### src/hdl/dsr_pkg.sv
// Package for the receiver control register block.
// Assumes one 20 MHz register clock and an active-low asynchronous reset.
package dsr_pkg;

  // Register offsets
  localparam logic [7:0] DSR_ADDR_DUAL_RX = 8'h34;
  localparam logic [7:0] DSR_ADDR_EQ_CTL1 = 8'h35;
  localparam logic [7:0] DSR_ADDR_STRAP = 8'h37;
  localparam logic [7:0] DSR_ADDR_DIVSEL = 8'h3a;
  localparam logic [7:0] DSR_ADDR_EQ_CTL2 = 8'h45;
  localparam logic [7:0] DSR_ADDR_PORT_CFG = 8'h4f;

  // Reset values
  localparam logic [7:0] DSR_RST_DUAL_RX = 8'h01;
  localparam logic [7:0] DSR_RST_EQ_CTL1 = 8'h00;
  localparam logic [7:0] DSR_RST_DIVSEL = 8'h00;
  localparam logic [7:0] DSR_RST_EQ_CTL2 = 8'h00;
  localparam logic [7:0] DSR_RST_PORT_CFG = 8'h00;

  // Writable bit masks, reserved bits stay zero
  localparam logic [7:0] DSR_WMASK_DUAL_RX = 8'h7b;
  localparam logic [7:0] DSR_WMASK_EQ_CTL1 = 8'h70;
  localparam logic [7:0] DSR_WMASK_DIVSEL = 8'hf7;
  localparam logic [7:0] DSR_WMASK_EQ_CTL2 = 8'h3f;

  // Field positions, dual receive control
  localparam int DSR_LOCK_MODE_BIT = 6;
  localparam int DSR_RAW_BC_BIT = 5;
  localparam int DSR_IN_MODE_MSB = 4;
  localparam int DSR_IN_MODE_LSB = 3;
  localparam int DSR_SECOND_PORT_SELECT_BIT = 1;
  localparam int DSR_FIRST_PORT_SELECT_BIT = 0;

  // Field positions, equalizer controls one and two
  localparam int DSR_EQ_RESTART_BIT = 6;
  localparam int DSR_EQ_FLOOR_OV_BIT = 5;
  localparam int DSR_EQ_FLOOR_SET_BIT = 4;
  localparam int DSR_EQ_FLOOR_MSB = 5;

  // Field positions, divider select
  localparam int DSR_DIV_OV_BIT = 7;
  localparam int DSR_VCO_DIV_MSB = 6;
  localparam int DSR_VCO_DIV_LSB = 4;

  // Strap settle time and its cycle count at 20 MHz
  localparam int DSR_CLK_PERIOD_NS = 50;
  localparam int DSR_STRAP_SETTLE_NS = 1000;
  localparam int DSR_STRAP_CYCLES =
    (DSR_STRAP_SETTLE_NS + DSR_CLK_PERIOD_NS - 1) / DSR_CLK_PERIOD_NS;
  localparam int DSR_STRAP_CNT_W = 6;

  // Receive input modes
  typedef enum logic [1:0] {
    DSR_IN_AUTO,
    DSR_IN_DUAL,
    DSR_IN_SINGLE_PRI,
    DSR_IN_SINGLE_SEC
  } dsr_in_mode_t;

  // Register access request from the serial control slave
  typedef struct packed {
    logic wr;
    logic rd;
    logic [7:0] addr;
    logic [7:0] wdata;
  } dsr_req_t;

  // Equalizer controls toward both receive ports
  typedef struct packed {
    logic restart;
    logic floor_en;
    logic [5:0] floor_value;
  } dsr_eq_t;

endpackage : dsr_pkg

### src/hdl/dsr_regs.sv
// Receiver control and status registers of the link deserializer.
// Assumes register requests arrive on the register clock from the
// serial control slave; strap and gpio pins are asynchronous.
module dsr_regs (
  // Clock and reset
  input wire logic clock_i,
  input wire logic resetn_i,
  // Register access
  input wire dsr_pkg::dsr_req_t reg_req_i,
  output logic [7:0] reg_rdata_o,
  output logic reg_rvalid_o,
  // Link state
  input wire logic linked_i,
  input wire logic video_off_i,
  output logic rx_lock_o,
  output logic video_off_o,
  // Receive mode
  output dsr_pkg::dsr_in_mode_t input_mode_o,
  // Back channel gpio
  input wire logic first_data_gpio_i,
  output logic backchannel_gpio_o,
  // Equalizer controls
  output dsr_pkg::dsr_eq_t eq_ctl_o,
  // Mode strap pins, already level decoded
  input wire logic [2:0] first_strap_level_i,
  input wire logic [2:0] second_strap_level_i,
  // Audio clock divider
  input wire logic [2:0] auto_vco_divide_i,
  output logic [2:0] vco_divide_o,
  output logic [2:0] vco_input_divide_o,
  output logic vco_input_override_o,
  // Per port configuration
  output logic [7:0] port0_cfg_o,
  output logic [7:0] port1_cfg_o
);

  import dsr_pkg::*;

  // Register storage
  logic [7:0] dual_rx_ff;
  logic [7:0] eq_ctl1_ff;
  logic [7:0] divsel_ff;
  logic [7:0] eq_ctl2_ff;
  logic [7:0] port_cfg_ff [2];
  logic [2:0] first_strap_ff;
  logic [2:0] second_strap_ff;
  logic first_done_ff;
  logic second_done_ff;
  logic [DSR_STRAP_CNT_W-1:0] strap_cnt_ff;
  logic [7:0] rdata_ff;
  logic rvalid_ff;
  logic rx_lock_ff;
  logic video_off_ff;
  logic [2:0] gpio_hist_ff;
  logic backchannel_ff;
  dsr_eq_t eq_ff;
  logic [2:0] vco_div_ff;
  dsr_in_mode_t in_mode_ff;

  // Synchronised pins
  logic [2:0] first_strap_s;
  logic [2:0] second_strap_s;
  logic gpio_s;

  // Pin synchronisers
  dsr_sync #(.WIDTH(3)) u_sync_strap0 (
    .clock_i(clock_i),
    .resetn_i(resetn_i),
    .async_i(first_strap_level_i),
    .sync_o(first_strap_s)
  );

  dsr_sync #(.WIDTH(3)) u_sync_strap1 (
    .clock_i(clock_i),
    .resetn_i(resetn_i),
    .async_i(second_strap_level_i),
    .sync_o(second_strap_s)
  );

  dsr_sync #(.WIDTH(1)) u_sync_gpio (
    .clock_i(clock_i),
    .resetn_i(resetn_i),
    .async_i(first_data_gpio_i),
    .sync_o(gpio_s)
  );

  // Address decode
  wire hit_dual_rx = reg_req_i.addr == DSR_ADDR_DUAL_RX;
  wire hit_eq_ctl1 = reg_req_i.addr == DSR_ADDR_EQ_CTL1;
  wire hit_strap = reg_req_i.addr == DSR_ADDR_STRAP;
  wire hit_divsel = reg_req_i.addr == DSR_ADDR_DIVSEL;
  wire hit_eq_ctl2 = reg_req_i.addr == DSR_ADDR_EQ_CTL2;
  wire hit_port = reg_req_i.addr == DSR_ADDR_PORT_CFG;

  // Port selection for per-port registers
  wire sel_port0 = dual_rx_ff[DSR_FIRST_PORT_SELECT_BIT];
  wire sel_port1 = dual_rx_ff[DSR_SECOND_PORT_SELECT_BIT];
  wire wr_port0 = reg_req_i.wr && hit_port && sel_port0;
  wire wr_port1 = reg_req_i.wr && hit_port && sel_port1;
  // Second port wins a read when both are selected
  wire [7:0] port_rd_val = sel_port1 ? port_cfg_ff[1] :
                           sel_port0 ? port_cfg_ff[0] : 8'h00;

  // Masked write data, reserved bits stay zero
  wire [7:0] nxt_dual_rx = reg_req_i.wdata & DSR_WMASK_DUAL_RX;
  wire [7:0] nxt_eq_ctl1 = reg_req_i.wdata & DSR_WMASK_EQ_CTL1;
  wire [7:0] nxt_divsel = reg_req_i.wdata & DSR_WMASK_DIVSEL;
  wire [7:0] nxt_eq_ctl2 = reg_req_i.wdata & DSR_WMASK_EQ_CTL2;

  // Strap status view
  wire [7:0] strap_view = {second_done_ff, second_strap_ff,
                           first_done_ff, first_strap_ff};

  // Read data mux, unmapped reads return zero
  wire [7:0] nxt_rdata =
    hit_dual_rx ? dual_rx_ff :
    hit_eq_ctl1 ? eq_ctl1_ff :
    hit_strap ? strap_view :
    hit_divsel ? divsel_ff :
    hit_eq_ctl2 ? eq_ctl2_ff :
    hit_port ? port_rd_val : 8'h00;

  // Lock indication per lock mode
  wire nxt_rx_lock = dual_rx_ff[DSR_LOCK_MODE_BIT] ?
                     linked_i :
                     (linked_i && !video_off_i);

  // Majority of three samples filters glitches on the gpio
  wire gpio_major = (gpio_hist_ff[0] & gpio_hist_ff[1]) |
                    (gpio_hist_ff[1] & gpio_hist_ff[2]) |
                    (gpio_hist_ff[0] & gpio_hist_ff[2]);
  wire nxt_backchannel = dual_rx_ff[DSR_RAW_BC_BIT] ?
                         gpio_s : gpio_major;

  // Receive input mode decode
  wire [1:0] in_mode_code = dual_rx_ff[DSR_IN_MODE_MSB:DSR_IN_MODE_LSB];
  wire dsr_in_mode_t nxt_in_mode = dsr_in_mode_t'(in_mode_code);

  // Equalizer controls, floor apply gated by override
  wire dsr_eq_t nxt_eq = '{
    restart: eq_ctl1_ff[DSR_EQ_RESTART_BIT],
    floor_en: eq_ctl1_ff[DSR_EQ_FLOOR_OV_BIT] &&
              eq_ctl1_ff[DSR_EQ_FLOOR_SET_BIT],
    floor_value: eq_ctl2_ff[DSR_EQ_FLOOR_MSB:0]
  };

  // Divider source select
  wire [2:0] nxt_vco_div = divsel_ff[DSR_DIV_OV_BIT] ?
                           divsel_ff[DSR_VCO_DIV_MSB:DSR_VCO_DIV_LSB] :
                           auto_vco_divide_i;

  // Strap settle counter end
  wire strap_settled =
    strap_cnt_ff == DSR_STRAP_CNT_W'(DSR_STRAP_CYCLES - 1);

  // Shared control registers, hold until software rewrites
  always_ff @(posedge clock_i or negedge resetn_i)
  begin
    if (!resetn_i)
    begin
      dual_rx_ff <= DSR_RST_DUAL_RX;
      eq_ctl1_ff <= DSR_RST_EQ_CTL1;
      divsel_ff <= DSR_RST_DIVSEL;
      eq_ctl2_ff <= DSR_RST_EQ_CTL2;
    end
    else
    begin
      if (reg_req_i.wr && hit_dual_rx)
        dual_rx_ff <= nxt_dual_rx;
      if (reg_req_i.wr && hit_eq_ctl1)
        eq_ctl1_ff <= nxt_eq_ctl1;
      if (reg_req_i.wr && hit_divsel)
        divsel_ff <= nxt_divsel;
      if (reg_req_i.wr && hit_eq_ctl2)
        eq_ctl2_ff <= nxt_eq_ctl2;
    end
  end

  // Per-port registers, written for every selected port
  always_ff @(posedge clock_i or negedge resetn_i)
  begin
    if (!resetn_i)
    begin
      port_cfg_ff[0] <= DSR_RST_PORT_CFG;
      port_cfg_ff[1] <= DSR_RST_PORT_CFG;
    end
    else
    begin
      if (wr_port0)
        port_cfg_ff[0] <= reg_req_i.wdata;
      if (wr_port1)
        port_cfg_ff[1] <= reg_req_i.wdata;
    end
  end

  // Strap decode latched once after settle time
  always_ff @(posedge clock_i or negedge resetn_i)
  begin
    if (!resetn_i)
    begin
      strap_cnt_ff <= '0;
      first_strap_ff <= 3'h0;
      second_strap_ff <= 3'h0;
      first_done_ff <= 1'b0;
      second_done_ff <= 1'b0;
    end
    else if (!first_done_ff)
    begin
      if (strap_settled)
      begin
        first_strap_ff <= first_strap_s;
        second_strap_ff <= second_strap_s;
        first_done_ff <= 1'b1;
        second_done_ff <= 1'b1;
      end
      else
        strap_cnt_ff <= strap_cnt_ff + 1'b1;
    end
  end

  // Read answer, one cycle after the request
  always_ff @(posedge clock_i or negedge resetn_i)
  begin
    if (!resetn_i)
    begin
      rdata_ff <= 8'h00;
      rvalid_ff <= 1'b0;
    end
    else
    begin
      rvalid_ff <= reg_req_i.rd;
      if (reg_req_i.rd)
        rdata_ff <= nxt_rdata;
    end
  end

  // Link status and back channel outputs
  always_ff @(posedge clock_i or negedge resetn_i)
  begin
    if (!resetn_i)
    begin
      rx_lock_ff <= 1'b0;
      video_off_ff <= 1'b0;
      gpio_hist_ff <= 3'h0;
      backchannel_ff <= 1'b0;
    end
    else
    begin
      rx_lock_ff <= nxt_rx_lock;
      video_off_ff <= video_off_i;
      gpio_hist_ff <= {gpio_hist_ff[1:0], gpio_s};
      backchannel_ff <= nxt_backchannel;
    end
  end

  // Mode, equalizer and divider outputs
  always_ff @(posedge clock_i or negedge resetn_i)
  begin
    if (!resetn_i)
    begin
      in_mode_ff <= DSR_IN_AUTO;
      eq_ff <= '0;
      vco_div_ff <= 3'h0;
    end
    else
    begin
      in_mode_ff <= nxt_in_mode;
      eq_ff <= nxt_eq;
      vco_div_ff <= nxt_vco_div;
    end
  end

  // Output assignments
  assign reg_rdata_o = rdata_ff;
  assign reg_rvalid_o = rvalid_ff;
  assign rx_lock_o = rx_lock_ff;
  assign video_off_o = video_off_ff;
  assign input_mode_o = in_mode_ff;
  assign backchannel_gpio_o = backchannel_ff;
  assign eq_ctl_o = eq_ff;
  assign vco_divide_o = vco_div_ff;
  assign vco_input_divide_o = divsel_ff[1:0] == 2'h0 ? 3'h0 :
                              {1'b0, divsel_ff[1:0]};
  assign vco_input_override_o = divsel_ff[2];
  assign port0_cfg_o = port_cfg_ff[0];
  assign port1_cfg_o = port_cfg_ff[1];

endmodule : dsr_regs

### src/hdl/dsr_sync.sv
// Two-stage synchroniser for asynchronous pin inputs.
// Assumes the destination clock is the register clock.
module dsr_sync #(
  parameter int WIDTH = 1
) (
  // Clock and reset
  input wire logic clock_i,
  input wire logic resetn_i,
  // Data
  input wire logic [WIDTH-1:0] async_i,
  output logic [WIDTH-1:0] sync_o
);

  logic [WIDTH-1:0] meta_ff;
  logic [WIDTH-1:0] sync_ff;

  // First stage feeds only the second
  always_ff @(posedge clock_i or negedge resetn_i)
  begin
    if (!resetn_i)
    begin
      meta_ff <= '0;
      sync_ff <= '0;
    end
    else
    begin
      meta_ff <= async_i;
      sync_ff <= meta_ff;
    end
  end

  assign sync_o = sync_ff;

endmodule : dsr_sync

### config.mk
export PLATFORM = sky130hd
export DESIGN_NAME = dsr_regs
export DESIGN_NICKNAME = d
export VERILOG_FILES = /design/src/hdl/dsr_pkg.sv /design/src/hdl/dsr_regs.sv /design/src/hdl/dsr_sync.sv
export SDC_FILE = /design/constraint.sdc
export NUM_CORES = 1
export LEC_CHECK = 0
export BUFFER_PORTS_ARGS = -buffer_cell sky130_fd_sc_hd__buf_2
export CORE_MARGIN = 4
export CORE_UTILIZATION = 59
export DETAILED_ROUTE_END_ITERATION = 6
export PLACE_DENSITY = 0.85
export SYNTH_ARGS = -nofsm -noshare
export SYNTH_HDL_FRONTEND = slang
export SYNTH_HIERARCHICAL = 1
export SYNTH_SLANG_ARGS = --single-unit
### constraint.sdc
create_clock -name clock_i -period 3 [get_ports clock_i]
set_clock_uncertainty 0.15 [all_clocks]
set_input_delay 0.15 -clock clock_i [delete_from_list [all_inputs] [get_ports clock_i]]
set_output_delay 0.15 -clock clock_i [all_outputs]
set_load 0.01 [all_outputs]
# Word level (Yosys, flattened, before mapping)
# Cells that the tools add are included.
dict set report op_classes {
  add_sub_neg 1
  n_mux 14
  bitwise 7
  eq_ne 7
  n_reduce_logical 13
}
# op n
set op_table {}
lappend op_table {{$mux W8} 8}
lappend op_table {{$eq A8 B6 Y1 const B} 4}
lappend op_table {{$eq A8 B7 Y1 const B} 2}
lappend op_table {{$logic_and A1 B1 Y1} 9}
lappend op_table {{$add A6 B1 Y6 const B} 1}
lappend op_table {{$eq A6 B5 Y1 const B} 1}
lappend op_table {{$mux W1} 4}
lappend op_table {{$reduce_and A2 Y1} 2}
lappend op_table {{$and A1 B1 Y1} 3}
lappend op_table {{$mux W3} 1}
lappend op_table {{$logic_not A2 Y1} 1}
lappend op_table {{$mux W2} 1}
lappend op_table {{$not A1 Y1} 2}
lappend op_table {{$or A1 B1 Y1} 2}
lappend op_table {{$logic_not A1 Y1} 1}
dict set report totals {
  regBits 94
  word_cells 70
  out_inout_bits 45
}

# Logic depth before layout (Yosys ltp)
# Gate-level depths: netlist (run 1).
dict set report logic_depth {
  depth_word 8
  ltp_mapped 6
  ltp_nobuf 4
}

# Cells and area by module
# The synthesis (run 1) kept the hierarchy.
# mod seq_area_each_um2 n_inst area_per_inst_um2 cells_per_inst
set by_module_without_submodules {}
lappend by_module_without_submodules {dsr_regs 2003.2 1 3532.1 273}
lappend by_module_without_submodules {{dsr_sync (u_sync_strap0 ...)} 150.1 2 150.1 6}
lappend by_module_without_submodules {{dsr_sync (u_sync_gpio)} 50.0 1 50.0 2}

# Worst setup path before layout (run 1)
# OpenSTA, ideal clock, no wires.
dict set report synth_path {
  path_type {register to register}
  startpoint {register dual_rx_ff[0]}
  endpoint {register rdata_ff[4] (netlist: reg_rdata_o[4])}
  setup_time_ps 135
  stages_incl_launch_ff 6
  n_path_buf 1
  path_slack_ps 1341
  synth_period_minus_slack_ps 1659
  t_arrival_ps 1374
  path_cell_list {dfstp_2 clkbuf_1 and4b_1 a211o_1 a222oi_1 o22ai_1}
}
dict set report synth_between {
  elab_chain_len 8
}
# item line
set synth_rtl {}
lappend synth_rtl {{from (decl)} dsr_regs.sv:40} ;# logic [7:0] dual_rx_ff;
lappend synth_rtl {{from (signal assigned)} dsr_regs.sv:169} ;# dual_rx_ff <= nxt_dual_rx;
lappend synth_rtl {{$mux W8} dsr_regs.sv:102} ;# sel_port0 ? port_cfg_ff[0] : 8'h00;
lappend synth_rtl {{$mux W8} dsr_regs.sv:101} ;# wire [7:0] port_rd_val = sel_port1 ? port_cfg_ff[1] :
lappend synth_rtl {{$mux W8} dsr_regs.sv:121} ;# hit_port ? port_rd_val : 8'h00;
lappend synth_rtl {{$mux W8} dsr_regs.sv:120} ;# hit_eq_ctl2 ? eq_ctl2_ff :
lappend synth_rtl {{$mux W8} dsr_regs.sv:119} ;# hit_divsel ? divsel_ff :
lappend synth_rtl {{$mux W8} dsr_regs.sv:118} ;# hit_strap ? strap_view :
lappend synth_rtl {{$mux W8} dsr_regs.sv:117} ;# hit_eq_ctl1 ? eq_ctl1_ff :
lappend synth_rtl {{$mux W8} dsr_regs.sv:116} ;# hit_dual_rx ? dual_rx_ff :
lappend synth_rtl {{to (signal assigned)} dsr_regs.sv:233} ;# rdata_ff <= nxt_rdata;
lappend synth_rtl {{to (decl)} dsr_regs.sv:50} ;# logic [7:0] rdata_ff;
# Every way passes these cells.
# A chain may end at the register's enable or synchronous reset.

# Worst setup path in the final report (run 1)
dict set report layout_path {
  startpoint {register dual_rx_ff[1]}
  endpoint {register rdata_ff[5] (netlist: reg_rdata_o[5])}
}
dict set report layout_between {
  elab_chain_len 7
}
# item line
set layout_rtl {}
lappend layout_rtl {{$mux W8} dsr_regs.sv:101}
lappend layout_rtl {{$mux W8} dsr_regs.sv:121}
lappend layout_rtl {{$mux W8} dsr_regs.sv:120}
lappend layout_rtl {{$mux W8} dsr_regs.sv:119}
lappend layout_rtl {{$mux W8} dsr_regs.sv:118}
lappend layout_rtl {{$mux W8} dsr_regs.sv:117}
lappend layout_rtl {{$mux W8} dsr_regs.sv:116}
# Every way passes these cells.

==> results of run 1 <==
power breakdown:
group          switching, mW  internal (mW)
Combinational          0.105         0.0822
Clock                  0.426          0.408
Sequential            0.0290           1.31
flip-flops by register name, summed over array words and instances, names as in the netlist, 2 cells and up:
register / flops
divsel_ff: 7
dual_rx_ff: 6
eq_ctl1_ff: 3
eq_ctl2_ff: 6
eq_ctl_o: 8
first_strap_ff: 3
gpio_hist_ff: 3
input_mode_o: 2
port0_cfg_o: 8
port1_cfg_o: 8
reg_rdata_o: 8
second_strap_ff: 3
strap_cnt_ff: 6
u_sync_strap0/meta_ff: 3
u_sync_strap0/sync_o: 3
u_sync_strap1/meta_ff: 3
u_sync_strap1/sync_o: 3
vco_divide_o: 3
area by class of cell:
type | instances | area (um2)
flip-flops and latches | 94 | 2350
multi-input cells | 170 | 1420
clock inverters | 5 | 58.8
clock buffers | 11 | 141
well taps | 77 | 96.3
fillers | 432 | 1700
inverters | 7 | 26.3
repair buffers | 97 | 593
cell usage after synthesis (2+ instances only):
cell       n
dfrtp_1   93
mux2_2    48
nand2_1   20
a21oi_1   10
clkbuf_1   7
inv_1      7
o21ai_0    7
nand3_1    6
buf_2      5
nor2_1     5
buf_4      4
and2_1     3
and4_1     3
o221ai_1   3
o22ai_1    3
xnor2_1    3
a211o_1    2
a21o_1     2
a222oi_1   2
a22o_1     2
a311oi_1   2
a32oi_1    2
and3_1     2
nand2b_1   2
nand3_2    2
nand3b_1   2
nand4_1    2
nand4_4    2
nor2b_1    2
nor3b_1    2
o211a_1    2
o32a_1     2
xor2_1     2
worst paths after layout:
kind / from / to / depth (start not counted)
max: dual_rx_ff[1] / reg_rdata_o[5] / 4
min: reg_req_i[4] / port0_cfg_o[4] / 2
max reg2reg: dual_rx_ff[1] / reg_rdata_o[5] / 4
min reg2reg: u_sync_strap0/meta_ff[1] / u_sync_strap0/sync_o[1] / 0
max in group asynchronous: resetn_i / dual_rx_ff[0] / 3
min in group asynchronous: resetn_i / rx_lock_o / 2
metal layers:
metal / GRT usage / up-vias / share of wire
met5: 0 / - / 0
met4: 0.0907 / 0 / 0.024
met3: 0.0341 / 20 / 0.066
met2: 0.382 / 116 / 0.50
met1: 0.324 / 1360 / 0.41
li1: - / 1226 / -
cells by family after synthesis:
logic type,count (synthesis),synth area share
buffers and inverters,23,0.0277
flip-flops,94,0.606
adder cells (fa/ha/maj),1,0.00322
XOR/XNOR,5,0.0113
AND/OR/NAND/NOR,67,0.121
other,1,0.000966
multiplexers,48,0.139
AO/OA/AOI/OAI,48,0.0899
==> impl_results.md, run 1 <==
* Max Cap Violations at 0
* Unrepaired setup endpoints after global routing: false
* Slew Limit Fails at 0
* Row cnt at 29
* Worst-skew pair later-pin latency at 0.35 ns
* Die W at 89.1 um
* DP HPWL at 6130 um
* Final min period at 1.95 ns
* Iteration-0 DRC Markers at 223
* Crit path max-delay cell type: dfrtp_1
* Total iterations of the first detailed-routing run at 5
* Grt total ovfl at 0
* N_diodes at 0
* Leakage power at 2.32 nW
* Net count, final at 412
* Fin cells at 461
* Hold Slack at 0.0158 ns
* Final Total Pwr at 2.36 mW
* #FFs+latches synth at 94
* Fin util at 0.735
* Yosys top cell area share at 0.599
* Max Clk Rate at 0.512 GHz
* Worst Path Buf+Inv at 0
* EDFF count, synth at 0
* Tightest Pin Transition at 0.557 ns
* Placement Cell Area at 0.00429 mm2
* Hold_buf cts at 20
* Yosys cell types at 59
* # DRC at 0
* # port buffers at 75
* Vias in the first global route at 2795
* Worst VDD drop at 0.401 mV
* Root Driver: clkbuf_8
* Ys Warns at 6
* Async SR Flop Fraction at 1.00
* CP startpoint kind: register
* Routed wire length at 8790 um
* CTS tree: done
* Cts bufs inserted at 9
* TNS Setup at 0 ns
* CTS Sinks at 94
* H-tree depth at 3
* Critical path peak fanout at 16
* Share of cells above drive strength 1 at 0.398
* Synth top area cells: dfrtp_1 (60%), mux2_2 (14%), nand2_1 (1.9%)
* Commonest non-fill, non-tap cell in the layout: dfrtp_1
* Boundary Pins at 77
* ANT nets after route at 0
* Delay of the slowest cell on the worst path at 0.65 ns
* PD cells at 504 mW/mm2
* Seq/Total Area, Yosys at 0.606
* Rel. slew slack at 0.628
* Flop-to-flop setup slack at 1.05 ns
* Crit path capture type: register
* Part of the cycle the worst path needs at 0.650
* Synth Instances at 287
* Starting Density at 0.608
* Core Region at 0.00639 mm2
* Setup WS pre-CTS at 1.09 ns
* Pin count of the biggest net entering global routing at 46
* Crit-path leading delay family: compound AO/OA/AOI/OAI gates
* Crit path cell chain: and4b_1 > a211o_1 > a222oi_1 > o22ai_1
* All-layer global routing usage at 0.236
* Worst-path clk slew at 0.09 ns
* Initial antenna violation count at 0
* Post-Syn Nets at 320
* Placed instance count at 425
* Setup WS post-layout at 1.05 ns
* Via count at 2722
* Mapped Area at 0.00388 mm2
* Die Ht at 89.1 um
* Fin. Hold Viols at 0
* Ys flop type: dfrtp_1
* Drt wl/cell at 19.1 um
* Synthesis-to-layout area growth at 20.8%
* Setup Fix Bufs, Post-CTS at 0
* Tightest Hold Check Type: primary input to register
* Cell taking the most area after synthesis: dfrtp_1
* Vias/cell at 5.90
* CP Class: register to register
* Average size of a mapped cell at 13.5 um2
* First-pass GRT wire length at 14000 um
* Setup violators final at 0
* Outcome: completed
* WP data arrival at 2.03 ns
* Post-CTS sizing at 0
* Clock tree buffer depth at 2
* Gpl congestion at 0.898
* CP required at 3.08 ns
* Die footprint at 0.00794 mm2
* Commonest non-fill, non-tap cells in the layout: dfrtp_1 (93), buf_2 (74), mux2_2 (48), nand2_1 (20), dlygate4sd3_1 (20)
* Post-route cell area at 0.00469 mm2
Power figures use the tool's default switching activity.
==> inputs of run 2 (changes only) <==
Settings changed: ABC_AREA set to 1, CORE_UTILIZATION 59 to 55, PLACE_DENSITY 0.85 to 0.8.
Clock period 3 ns to 1.95 ns, I/O delays scaled along.
==> run 2 against run 1 <==
Die area up 8.0%. Clock power up 44%. Combinational power up 89%. Design area up 2.0%. Clock-buffer cell count down 1. Sequential power up 58%. Largest cell class unchanged. Global-route usage down 0.79 points. Critical path type unchanged. Power up 55%.
==> impl_results.md, run 2 <==
* Row cnt at 30
* Starting Density at 0.573
* Placed instance count at 569
* Fin util at 0.697
* CP required at 2.06 ns
* Reg2reg start: dual_rx_ff[1]
* Initial antenna violation count at 0
* Max Clk Rate at 0.588 GHz
* Ys Warns at 6
* Commonest non-fill, non-tap cell in the layout: nand2_1
* Drt wl/cell at 14.8 um
* Synthesis-to-layout area growth at 21.5%
* #FFs+latches synth at 94
* Vias/cell at 5.20
* EDFF count, synth at 0
* Fin cells at 607
* CP Class: register to register
* Synth cell count leaders: nand2_1 (109), dfrtp_1 (93), inv_1 (44)
* Worst setup path startpoint: dual_rx_ff[1]
* H-tree depth at 3
* CP startpoint kind: register
* Worst-path clk slew at 0.09 ns
* Iteration-0 DRC Markers at 203
* Average size of a mapped cell at 9.65 um2
* Ys flop type: dfrtp_1
* Yosys top cell area share at 0.591
* Max Cap Violations at 0
* Setup Fix Bufs, Post-CTS at 0
* Unrepaired setup endpoints after global routing: false
* # DRC at 0
* Yosys cell types at 33
* Cell taking the most area after synthesis: dfrtp_1
* Setup violators final at 0
* Final min period at 1.70 ns
* Critical path peak fanout at 10
* Gpl congestion at 0.958
* Worst Reg-to-Reg Cells at 9
* First-pass GRT wire length at 15100 um
* Core Region at 0.00687 mm2
* All-layer global routing usage at 0.228
* Seq/Total Area, Yosys at 0.598
* Net count, final at 539
* Via count at 3154
* Cts bufs inserted at 9
* WP data arrival at 1.81 ns
* Top-count cell post-synth: nand2_1
* Fin. Hold Viols at 0
* Die W at 92.6 um
* Async SR Flop Fraction at 1.00
* Worst VDD drop at 0.505 mV
* Synth Instances at 408
* Share of cells above drive strength 1 at 0.249
* Part of the cycle the worst path needs at 0.872
* TNS Setup at 0 ns
* Worst-skew pair later-pin latency at 0.36 ns
* Slew Limit Fails at 0
* Leakage power at 2.53 nW
* Grt total ovfl at 0
* Total iterations of the first detailed-routing run at 6
* Die Ht at 92.6 um
* ANT nets after route at 0
* Fill cells at 558
* Clock tree buffer depth at 2
* Final Total Pwr at 3.67 mW
* Outcome: completed
* Die footprint at 0.00858 mm2
* Commonest non-fill, non-tap cells in the layout: nand2_1 (109), dfrtp_1 (93), buf_2 (74), inv_1 (44), nand3_1 (33)
* Crit path capture type: register
* Root Driver: clkbuf_8
* Vias in the first global route at 3169
* Post-Syn Nets at 441
* Worst Setup EP: reg_rdata_o[5]
* Tightest Hold Check Type: primary input to register
* Routed wire length at 8960 um
* DP HPWL at 6440 um
* CTS tree: done
* Pin count of the biggest net entering global routing at 95
* Worst reg2reg path endpoint: reg_rdata_o[5]
* N_diodes at 0
* CTS Sinks at 94
* PD cells at 767 mW/mm2
* Mapped Area at 0.00394 mm2
* Synth top area cells: dfrtp_1 (59%), nand2_1 (10%), inv_1 (4.2%)
* # port buffers at 75
* Flop-to-flop setup slack at 0.25 ns
* Boundary Pins at 77
==> run 2: cell families (layout without fill, tap and decap cells) <==
group	count (synthesis)	count (layout)	share of synthesized area
simple gates	180	180	0.211
flops	94	94	0.598
compound gates	68	68	0.109
buf+inv	59	162	0.0670
xor+xnor	5	5	0.0111
fa+ha+maj	1	1	0.00318
other cells	1	1	0.000952
==> run 2: area by class of cell <==
class,count,area (um2),area share
repair buffers,101,641,0.134
multi-input cells,255,1320,0.276
clock buffers,10,138,0.0288
well taps,96,120,0.0251
flip-flops and latches,94,2350,0.492
inverters,45,169,0.0353
clock inverters,6,43.8,0.00915
==> run 2: worst min path at each step <==
| stage | start | endpoint | slack (ns) | cells after the start |
|---|---|---|---|---|
| after floorplan | resetn_i | backchannel_gpio_o | -0.35 | 0 |
| after global placement | resetn_i | divsel_ff[5] | 0.03 | 2 |
| after detailed placement | resetn_i | vco_divide_o[2] | 0.03 | 2 |
| after CTS | reg_req_i[17] | port1_cfg_o[1] | 0.06 | 3 |
| after global routing | reg_req_i[17] | port1_cfg_o[2] | 0.09 | 3 |
| final | reg_req_i[17] | port1_cfg_o[1] | 0.06 | 3 |
==> run 2: worst max-delay path: stages (launching register included) <==
cell,delay (ns)
dfrtp_1,0.53
clkinv_1,0.32
nand3_1,0.14
nand2_1,0.06
nand3_1,0.07
nand2_1,0.05
nor2_1,0.10
nand3_1,0.08
nand2_1,0.06
nand2_1,0.04
==> run 2: repair_timing <==
item / CTS / global route
gates resized for setup: 0 / 0
hold buffers: 22 / 0
hold endpoints to repair: 141 / 0
==> run 2: routing by layer <==
| metal | up-vias | wire, um | share of wire | global-route usage |
|---|---|---|---|---|
| li1 | 1495 | - | - | - |
| met1 | 1538 | 4040 | 0.45 | 0.322 |
| met2 | 101 | 4150 | 0.46 | 0.356 |
| met3 | 20 | 528 | 0.059 | 0.0341 |
| met4 | 0 | 235 | 0.026 | 0.0928 |
| met5 | - | 0 | 0 | 0 |
==> run 2: per-stage QoR <==
stage	setup WS [ns]	hold WS (ns)	instance area, um2
3_5_place_dp	0.293	0.0298	4380
5_1_grt	0.0925	0.0927	4780
6_report	0.250	0.0634	4780
2_1_floorplan	0.460	-0.348	3940
4_1_cts	0.276	0.0558	4780
3_3_place_gp	0.315	0.0315	4380
==> run 2: where the power goes <==
part | internal, mW | leakage, nW | switching (mW) | total [mW]
Clock | 0.505 | 0.0930 | 0.695 | 1.20
Sequential | 2.05 | 1.15 | 0.0677 | 2.12
Combinational | 0.144 | 1.28 | 0.210 | 0.354
==> inputs of run 3 (changes only) <==
Settings changed: BUFFER_PORTS_ARGS -buffer_cell sky130_fd_sc_hd__buf_2 to -buffer_cell sky130_fd_sc_hd__buf_4.
==> run 3 against run 2 <==
Clock power down 4%. Critical endpoint is now reg_rdata_o[4]. Maximum frequency rose by 2.2%. Worst hold slack worse by 0.019 ns. Critical path type unchanged. Combinational power grew 14%. Core utilization rose by 2.8 points. Wire length increased by 1.2%.
==> impl_results.md, run 3 (synthesis gave the netlist of run 2 again) <==
* TNS Setup at 0 ns
* Iteration-0 DRC Markers at 189
* Synthesis-to-layout area growth at 26.4%
* CP required at 2.06 ns
* Part of the cycle the worst path needs at 0.853
* WHS Path Cells at 3
* Die footprint at 0.00858 mm2
* All-layer global routing usage at 0.234
* Worst-skew pair later-pin latency at 0.36 ns
* Final min period at 1.66 ns
* Share of cells above drive strength 1 at 0.250
* Die Ht at 92.6 um
* Clock power frac at 0.312
* DP HPWL at 6650 um
* CTS tree: done
* Die W at 92.6 um
* Crit path capture type: register
* Sequential share of power at 0.578
* Fin. Hold Viols at 0
* Vias in the first global route at 3230
* Hold Slack at 0.0440 ns
* Cts bufs inserted at 9
* Clock tree buffer depth at 2
* Via count at 3105
* PD cells at 737 mW/mm2
* # port buffers at 75
* First-pass GRT wire length at 15500 um
* Root Driver: clkbuf_8
* Row cnt at 30
* Drt wl/cell at 14.9 um
* Gpl congestion at 0.940
* N_diodes at 0
* Max Clk Rate at 0.601 GHz
* ANT nets after route at 0
* Starting Density at 0.573
* Setup violators final at 0
* CP startpoint kind: register
* Routed wire length at 9070 um
* Area of the multi-input gates at 0.00132 mm2
* Commonest non-fill, non-tap cells in the layout: nand2_1 (109), dfrtp_1 (93), buf_4 (79), inv_1 (44), nand3_1 (33)
* Worst Reg-to-Reg Cells at 9
* Fin cells at 608
* Fill cells at 512
* Vias/cell at 5.11
* Leakage power at 2.56 nW
* Grt total ovfl at 0
* Total iterations of the first detailed-routing run at 4
* H-tree depth at 3
* Placed instance count at 570
* Pin count of the biggest net entering global routing at 49
* Slew Limit Fails at 0
* Max Cap Violations at 0
* Initial antenna violation count at 0
* Worst-path clk slew at 0.09 ns
* Unrepaired setup endpoints after global routing: false
* Setup Fix Bufs, Post-CTS at 0
* Net count, final at 540
* P_int at 2.71 mW
* WP data arrival at 1.78 ns
* Logic pwr share at 0.110
* CTS Sinks at 94
* Sequential Area at 0.00235 mm2
* Commonest non-fill, non-tap cell in the layout: nand2_1
* Outcome: completed
* # DRC at 0
* Boundary Pins at 77
* Critical path peak fanout at 10
* Sw frac at 0.262
* Net switching power at 0.961 mW
* CP Class: register to register
* Worst VDD drop at 0.432 mV
* Core Region at 0.00687 mm2
* Tightest Hold Check Type: primary input to register
-- run 3: cell count changes in the layout (fill, tap and decap cells not counted) --
cell and change:
clkbuf_1 +1, clkinv_1 -1, clkinv_2 -2, clkbuf_8 -1
clkinvlp_4 +3, inv_6 -2, buf_2 -74, buf_4 +75
clkinv_4 +2
-- run 3: area by class of cell --
class / count / share of cell area
clock inverter: 6 / 0.00981
clock buffer: 10 / 0.0256
tap: 96 / 0.0241
timing repair buffer: 102 / 0.167
sequential: 94 / 0.473
inverter: 45 / 0.0347
multi-input combinational: 255 / 0.265
-- run 3: metrics by stage --
stage                     area, um2  power (mW)   util  setup WS (ns)
after detailed placement       4580        2.53  0.666          0.301
after global routing           4980        3.84  0.724         0.0271
after global placement         4580        2.52  0.666          0.336
after floorplan                3940        2.30      -          0.460
final                          4980        3.67  0.724          0.286
after CTS                      4970        3.70  0.724          0.285
-- run 3: worst paths after layout --
| path | start | to | slack [ns] |
|---|---|---|---|
| hold reg to reg | u_sync_strap0/meta_ff[0] | u_sync_strap0/sync_o[0] | 0.20 |
| setup reg to reg | dual_rx_ff[1] | reg_rdata_o[4] | 0.29 |
| min in group asynchronous | resetn_i | vco_divide_o[1] | 0.07 |
| max in group asynchronous | resetn_i | dual_rx_ff[0] | 0.96 |
| setup / recovery | dual_rx_ff[1] | reg_rdata_o[4] | 0.29 |
| hold / removal | reg_req_i[17] | eq_ctl1_ff[6] | 0.04 |
-- run 3: worst max-delay path: stages, from the launching register on --
cell,delay [ns]
dfrtp_1,0.58
clkinvlp_4,0.27
nand3_1,0.12
nand2_1,0.06
nand3_1,0.06
nand2_1,0.05
nor2_1,0.09
nand3_1,0.08
nand2_1,0.06
nand2_1,0.04
-- run 3: power groups by stage --
stage | clock [mW] | sequential [mW] | combinational, mW
after floorplan | 0 | 2.15 | 0.145
after global placement | 0 | 2.15 | 0.362
after detailed placement | 0 | 2.16 | 0.370
after CTS | 1.18 | 2.12 | 0.406
after global routing | 1.26 | 2.13 | 0.447
final | 1.15 | 2.12 | 0.403
-- run 3: repair_timing --
action	CTS	global route
endpoints found under the hold margin	145	0
setup endpoints to repair	0	1
hold buffers	22	0
resized for setup	0	1
-- run 3: layer usage --
layer,GRT usage,share of wire,vias to the layer above
met4,0.0830,0.016,0
met3,0.0528,0.070,15
li1,-,-,1498
met5,0,0,-
met1,0.315,0.43,1493
met2,0.376,0.48,99
